===== src/include/cmrc_map.svh =====
// Register offsets, field positions, reset values and counts of the clock and reset control.
`ifndef CMRC_MAP_SVH
`define CMRC_MAP_SVH

// -----------------------------------------------------------------------------
// Register map
// -----------------------------------------------------------------------------
`define CMRC_OMC_ADDR    8'hca
`define CMRC_OMC_RST     8'h00
`define CMRC_STOP_BIT    1
`define CMRC_SLOW_BIT    2
`define CMRC_MODE_LSB    3
`define CMRC_MODE_MSB    4

// -----------------------------------------------------------------------------
// Clock division, warm-up and pin count
// -----------------------------------------------------------------------------
`define CMRC_SLOW_DIV    5'h04
`define CMRC_NF_MAX_DIV  5'h04
`define CMRC_WARM_W      12
`define CMRC_WARM_EDGES  1024
`define CMRC_NPINS       5

`endif


===== src/include/cmrc_pkg.sv =====
// Types shared by the clock and reset control.
`include "cmrc_map.svh"
package cmrc_pkg;

  typedef enum logic [1:0] {
    CMRC_NORMAL = 2'b00,
    CMRC_SLEEP  = 2'b01,
    CMRC_GREEN  = 2'b10,
    CMRC_RSVD   = 2'b11
  } cmrc_mode_t;

  typedef enum logic [3:0] {
    CMRC_HOLD = 4'b0001,
    CMRC_INIT = 4'b0010,
    CMRC_WARM = 4'b0100,
    CMRC_RUN  = 4'b1000
  } cmrc_seq_t;

  typedef struct packed {
    logic [`CMRC_NPINS-1:0][2:0] syncs;
    logic [`CMRC_NPINS-1:0]      lvl;
    cmrc_seq_t                   seq;
    logic [`CMRC_WARM_W-1:0]     warmCnt;
    logic [4:0]                  divCnt;
    logic                        useSlow;
    logic                        highStop;
    logic                        slowSel;
    cmrc_mode_t                  cpuMode;
    logic                        optExt;
    logic                        optNf;
    logic [3:0]                  optDiv;
    logic                        cpuTick;
    logic                        cpuReset;
    logic                        extOscEn;
    logic                        ircEn;
    logic                        loscEn;
    logic [7:0]                  rdata;
  } cmrc_state_t;

endpackage

===== src/design/cmrc_top.sv =====
// Clock source, instruction clock and system reset sequencing of the microcontroller.
`timescale 1ns/100ps
`include "cmrc_map.svh"
// -----------------------------------------------------------------------------
// -----------------------------------------------------------------------------
module cmrc_top #(
  parameter int WARMUP_EDGES = `CMRC_WARM_EDGES
) (
  // Clock and reset
  input  wire logic                clk,
  input  wire logic                sys_rst,
  // Pins and oscillator inputs, asynchronous
  input  wire logic                resetPinN,
  input  wire logic                extOscIn,
  input  wire logic                ircIn,
  input  wire logic                slowRcIn,
  input  wire logic                wakeupPin,
  // Configuration options, static
  input  wire logic                resetPinEnable,
  input  wire logic                highClockOption,
  input  wire logic                noiseFilter,
  input  wire logic [3:0]          divSelect,
  // Watchdog, same clock
  input  wire logic                watchdogOverflow,
  // Register port
  input  wire logic [7:0]          regAddr,
  input  wire logic [7:0]          regWdata,
  input  wire logic                regWrite,
  input  wire logic                regRead,
  output logic      [7:0]          regRdata,
  // System outputs
  output logic                     cpuReset,
  output logic                     cpuTick,
  output logic                     extOscEnable,
  output logic                     ircEnable,
  output logic                     slowRcEnable,
  output cmrc_pkg::cmrc_mode_t     cpuMode,
  output logic                     slowActive
);
  import cmrc_pkg::*;

  localparam int PIN_RST  = 0;
  localparam int PIN_EXT  = 1;
  localparam int PIN_IRC  = 2;
  localparam int PIN_SLOW = 3;
  localparam int PIN_WAKE = 4;
  localparam logic [`CMRC_WARM_W-1:0] WARM_LAST = `CMRC_WARM_W'(WARMUP_EDGES - 1);

  cmrc_state_t st;
  cmrc_state_t next_st;

  logic [`CMRC_NPINS-1:0] pins;
  logic [`CMRC_NPINS-1:0] change;
  logic [`CMRC_NPINS-1:0] rise;
  logic                   hiEdge;
  logic                   srcEdge;
  logic [4:0]             fullN;
  logic [4:0]             limit;
  logic                   wrap;
  logic                   pinReset;

  assign pins = {wakeupPin, slowRcIn, ircIn, extOscIn, resetPinN};

  // One decode serves the write path, the read path and the checks.
  function automatic logic hitsModeReg(input logic [7:0] addr);
    return (addr == `CMRC_OMC_ADDR);
  endfunction

  // ---------------------------------------------------------------------------
  // Next-state logic
  // ---------------------------------------------------------------------------
  always_comb begin
    next_st = st;
    // A pin level counts only once the second and third stages agree.
    for (int i = 0; i < `CMRC_NPINS; i++) begin
      next_st.syncs[i] = {st.syncs[i][1:0], pins[i]};
      change[i] = (st.syncs[i][1] == st.syncs[i][2]) && (st.syncs[i][2] != st.lvl[i]);
      rise[i]   = change[i] && st.syncs[i][2];
      if (change[i]) begin
        next_st.lvl[i] = st.syncs[i][2];
      end
    end
    hiEdge  = st.optExt ? rise[PIN_EXT] : rise[PIN_IRC];
    srcEdge = st.useSlow ? rise[PIN_SLOW] : hiEdge;
    fullN   = {1'b0, st.optDiv} + 5'h01;
    if (st.useSlow) begin
      limit = `CMRC_SLOW_DIV;
    end else if (st.optNf && fullN > `CMRC_NF_MAX_DIV) begin
      limit = `CMRC_NF_MAX_DIV;
    end else begin
      limit = fullN;
    end
    wrap     = srcEdge && (st.divCnt >= limit - 5'h01);
    pinReset = resetPinEnable && !st.lvl[PIN_RST];
    next_st.cpuTick = 1'b0;
    next_st.rdata   = 8'h00;

    unique case (st.seq)
      CMRC_HOLD: begin
        // Stay here while the pin is enabled and not yet seen high.
        if (!pinReset) begin
          next_st.seq = CMRC_INIT;
        end
      end
      CMRC_INIT: begin
        // Options are caught here so they cannot change mid-run.
        next_st.optExt  = highClockOption;
        next_st.optNf   = noiseFilter;
        next_st.optDiv  = divSelect;
        next_st.warmCnt = '0;
        next_st.seq     = CMRC_WARM;
      end
      CMRC_WARM: begin
        if (srcEdge) begin
          next_st.warmCnt = st.warmCnt + 1'b1;
          if (st.warmCnt == WARM_LAST) begin
            next_st.seq    = CMRC_RUN;
            next_st.divCnt = 5'h00;
          end
        end
      end
      CMRC_RUN: begin
        if (srcEdge) begin
          next_st.divCnt = wrap ? 5'h00 : st.divCnt + 5'h01;
        end
        // The source changes only at an instruction boundary, so no short pulse.
        if (wrap) begin
          next_st.useSlow = st.slowSel;
          next_st.cpuTick = (st.cpuMode == CMRC_NORMAL);
        end
        // A write cannot end sleep; only a wakeup or a reset may do that.
        if (regWrite && hitsModeReg(regAddr) && st.cpuMode != CMRC_SLEEP) begin
          next_st.highStop = regWdata[`CMRC_STOP_BIT];
          next_st.slowSel  = regWdata[`CMRC_SLOW_BIT];
          // The reserved code is refused and the mode is kept.
          if (regWdata[`CMRC_MODE_MSB:`CMRC_MODE_LSB] != CMRC_RSVD) begin
            next_st.cpuMode = cmrc_mode_t'(regWdata[`CMRC_MODE_MSB:`CMRC_MODE_LSB]);
          end
        end
        if (regRead && hitsModeReg(regAddr)) begin
          next_st.rdata = {3'h0, st.cpuMode, st.slowSel, st.highStop, 1'b0};
        end
        // A wakeup beats a write in the same cycle; sleep needs warm-up again.
        if (st.cpuMode != CMRC_NORMAL && change[PIN_WAKE]) begin
          next_st.cpuMode = CMRC_NORMAL;
          if (st.cpuMode == CMRC_SLEEP) begin
            next_st.seq     = CMRC_WARM;
            next_st.warmCnt = '0;
          end
        end
      end
    endcase

    if (st.seq == CMRC_INIT || pinReset || watchdogOverflow) begin
      next_st.highStop = 1'b0;
      next_st.slowSel  = 1'b0;
      next_st.cpuMode  = CMRC_NORMAL;
      next_st.useSlow  = 1'b0;
      next_st.divCnt   = 5'h00;
    end
    if (pinReset) begin
      next_st.seq = CMRC_HOLD;
    end else if (watchdogOverflow) begin
      next_st.seq = CMRC_INIT;
    end

    next_st.cpuReset = (next_st.seq != CMRC_RUN);
    next_st.loscEn   = (next_st.cpuMode != CMRC_SLEEP);
    next_st.extOscEn = next_st.loscEn && !next_st.highStop && next_st.optExt;
    next_st.ircEn    = next_st.loscEn && !next_st.highStop && !next_st.optExt;
  end

  // ---------------------------------------------------------------------------
  // State register
  // ---------------------------------------------------------------------------
  always_ff @(posedge clk) begin
    if (sys_rst) begin
      st          <= '0;
      st.seq      <= CMRC_HOLD;
      st.cpuMode  <= CMRC_NORMAL;
      st.cpuReset <= 1'b1;
    end else begin
      st <= next_st;
    end
  end

  assign regRdata     = st.rdata;
  assign cpuReset     = st.cpuReset;
  assign cpuTick      = st.cpuTick;
  assign extOscEnable = st.extOscEn;
  assign ircEnable    = st.ircEn;
  assign slowRcEnable = st.loscEn;
  assign cpuMode      = st.cpuMode;
  assign slowActive   = st.useSlow;
endmodule


===== config.mk =====
export PLATFORM = sky130hd
export DESIGN_NAME = cmrc_top
export DESIGN_NICKNAME = d
export VERILOG_FILES = /design/src/include/cmrc_pkg.sv /design/src/design/cmrc_top.sv
export VERILOG_INCLUDE_DIRS = /design/src /design/src/include
export SDC_FILE = /design/constraint.sdc
export NUM_CORES = 1
export LEC_CHECK = 0
export BUFFER_PORTS_ARGS = -buffer_cell sky130_fd_sc_hd__buf_2
export CAP_MARGIN = 20
export CORE_UTILIZATION = 35
export DETAILED_ROUTE_END_ITERATION = 8
export PLACE_DENSITY = 0.6
export SETUP_SLACK_MARGIN = 0.3
export SLEW_MARGIN = 40
export SYNTH_ARGS = -nofsm -noshare
export SYNTH_HDL_FRONTEND = slang
export SYNTH_SLANG_ARGS = --single-unit

===== constraint.sdc =====
create_clock -name clk -period 2.68 [get_ports clk]
set_input_delay 0.268 -clock clk [delete_from_list [all_inputs] [get_ports clk]]
set_output_delay 0.268 -clock clk [all_outputs]
set_load 0.05 [all_outputs]

==> key figures <==
Global route
  • First-pass GRT wire length: 10310 um
  • M1 GR Usage: between 10% and 20%
  • GRT met3 Usage: approximately 4.4%
  • Met2 track demand over resource: approximately 25%
  • Vias in the first global route: around 2200
  • Initial antenna violation count: 0
  • Overall Global Routing Usage: between 15 and 20%
  • Top Usage Layer GRT: met2
  • Largest net degree at the start of global routing: 26
  • Total gr overflow: 0

Yosys
  • Main combinational cell family by area after synthesis: simple AND/OR/NAND/NOR gates
  • Yosys reg bits: 61
  • Sequential area share after synthesis: between 40% and 50%
  • Synth async-reset ratio: 0%
  • Mux cell area share after synthesis: under 10%
  • Adder-cell area share of the yosys netlist: 3.780%
  • Post-Syn Area: about 3000 um^2
  • Primary FF master, synth: dfxtp_1
  • Synth Area in Simple Gates: 29.27%
  • Post-Synth XOR/XNOR Area: 1.764%
  • Synthesized netlist cell count: 325
  • Synth cell types: approximately 60
  • Synth Area in Compound Gates: about 14%
  • Post-synth EDFFs: 0
  • Syn avg cell area: ~9 um^2
  • Yosys Warn Count: 0

CTS
  • H-tree levels: 3
  • Clk_lat worst skew: between 0.3 and 0.4 ns
  • TritonCTS Sinks: just over 60
  • Max Root-Sink Buffers: 2
  • Clock root buffer: clkbuf_8
  • CTS Buf Count: 9
  • CTS tree: built
  • Worst-path clk slew: 0.07 ns

Cells and area
  • Post-layout instance count excluding filler cells: between 400 and 500
  • Share of cells above drive strength 1: ~28%
  • Nets: between 400 and 500
  • Final core occ: between 40 and 50%
  • Fillers: ~800
  • Ant. Diodes: 0
  • Layout Area Growth over Synthesis: 21.88%

STA
  • Fin crit share: between 90% and 100%
  • Setup total negative slack: 0 ns
  • Slew Viols, Final: 0
  • Clock skew after layout: 0.008500 ns
  • Final Hold Viols: 0
  • Slew @ Worst Pin: about 0.69 ns
  • RSZ-0062 raised after global routing: true
  • Slew headroom: 53.61%
  • Crit path time final: roughly 2.4 ns
  • F_max: between 0.4 and 0.5 GHz
  • Endpoints failing setup: 0
  • Smallest setup slack after layout: 0.2576 ns

Route
  • Detailed Route Iter0 Violations: 180
  • Drt total wl: 6287 um
  • Via density: 5.002
  • Residual DRC: 0
  • Antenna viol nets, final: 0
  • 1st-pass router iterations: 4
  • Total number of vias: ~2400
  • Post-DR wirelength/cell: approximately 13 um

Placement
  • Final Wtd Congestion: 0.8380
  • Worst slack, placed: between 0.09 and 0.1 ns
  • Post-placement cell count: between 400 and 500
  • Hpwl dp: approximately 4500 um
  • PortBufs: 40

Worst setup path
  • Max FO, Critical Path: 4
  • Worst setup EP type: register
  • Internal reg-to-reg setup slack: 0.26 ns
  • Crit path kind: reg2reg
  • Crit path DAT: approximately 2.7 ns
  • Startpoint types: register
  • Worst EP required: 2.94 ns

Power
  • Max rail drop VDD: ~280 uV
  • Pwr dens: roughly 500 nW/um^2
  • LEAKAGE: 1.339 nW

Run status
  • Status: complete, no violations

Floorplanning
  • Die area: 8885 um^2
  • CORE AREA: about 8200 um^2
  • # IOs: 49
  • Die Y: 94.26 um
  • Die Width: approximately 94 um
  • Row Count: 33
  • Initial Util: between 30% and 40%

Job
  • Max-cap violation count: 0

Worst hold path
  • Worst hold path class: in2reg
cell usage after synthesis (all sizes together) (9+ instances only):
library cell  instances  share of area (%)
ha                    9                3.8
buf                  16                3.8
nor2                 16                2.0
nor3                  9                2.2
nor2b                17                3.6
dfxtp                61                 41
a21oi                15                2.5
nand2                27                3.4
mux2i                14                4.7
and2                  9                2.0
or3                  11                2.3
o21ai                17                2.9
nand3                15                2.5
critical path, cell delays in order, from the launching register on:
cell      delay (ns)
dfxtp_2         0.32
or2_4           0.25
a21oi_4         0.14
nand2b_1        0.10
ha_2            0.21
xnor2_2         0.18
ha_4            0.24
a21o_1          0.18
a31oi_4         0.17
o21ai_4         0.10
or3_1           0.33
a21oi_2         0.13
state kept, by name (all words and copies together) (netlist names):
name,flops
extOscEnable,1
cpuTick,1
slowRcEnable,1
cpuReset,1
slowActive,1
cpuMode,2
next_st,10
ircEnable,1
st,39
regRdata,4
layout make-up:
type | instances | area, um^2 | area share, %
clock buffer | 10 | 127.6 | 3.515
clock inverter | 6 | 63.81 | 1.757
inverter | 6 | 22.52 | 0.6203
multi-input combinational | 241 | 1752 | 48.24
sequential | 61 | 1229 | 33.84
tap | 105 | 131.4 | 3.618
timing repair buffer | 54 | 305.3 | 8.408
path summary, 6_finish.rpt:
path | from | end | cells past startpoint
min | slowRcIn | next_st[60] | 2
min reg2reg | next_st[57] | next_st[58] | 1
max | st[15] | st[24] | 11
max reg2reg | st[15] | st[24] | 11
metal layers:
metal / wire [um] / part of all wire (%) / vias up
met1: 3054 / 49 / 1128
met4: 70 / 1.1 / 0
met3: 169 / 2.7 / 7
met5: 0 / 0 / -
met2: 2993 / 48 / 26
li1: - / - / 1255
power by group:
part	internal, W	switching, W	total (W)	leakage (nW)
clock network	0.000428	0.000371	0.000798	0.0923
registers	0.000921	0.00000988	0.000931	0.498
logic	0.0000577	0.0000769	0.000135	0.749
total	0.00141	0.000458	0.00186	1.34
per-stage QoR:
stage / instance area (um^2) / hold WS [ns] / total power, W
floorplan: 3030 / 0.3887 / 0.001036
global placement: 3291 / 0.4170 / 0.001069
detailed placement: 3291 / 0.4204 / 0.001072
CTS: 3542 / 0.1294 / 0.001873
global route: 3631 / 0.1215 / 0.001949
finish: 3631 / 0.1429 / 0.001864
kinds of logic (layout without fill, tap and decap cells):
logic type | after synthesis | count (layout)
buffers and inverters | 26 | 76
AND/OR/NAND/NOR | 146 | 146
other | 1 | 4
adder cells (fa/ha/maj) | 9 | 9
flip-flops | 61 | 61
XOR/XNOR | 6 | 6
multiplexers | 14 | 14
AO/OA/AOI/OAI | 62 | 62
cell usage in the layout (no fill, tap or decap), drive strengths merged, types with 5 or more instances in the layout:
cell	n
buf	54
nand3	15
nor2b	17
inv	6
o21ai	17
nand4	5
a21oi	15
ha	9
clkbuf	10
xnor2	5
nor4	5
nand2	27
dfxtp	61
nor2	16
nor3	9
nand2b	7
a21boi	5
mux2i	14
and2	9
or3	11
repair_timing:
| action | in CTS | in global routing |
|---|---|---|
| hold buffers | 0 | 0 |
| setup buffers | 4 | 2 |
| resized for setup | 11 | 14 |
| setup endpoints to repair | 7 | 7 |
| pin swaps | 10 | 11 |
No activity file was read; power rests on OpenSTA's default activity.
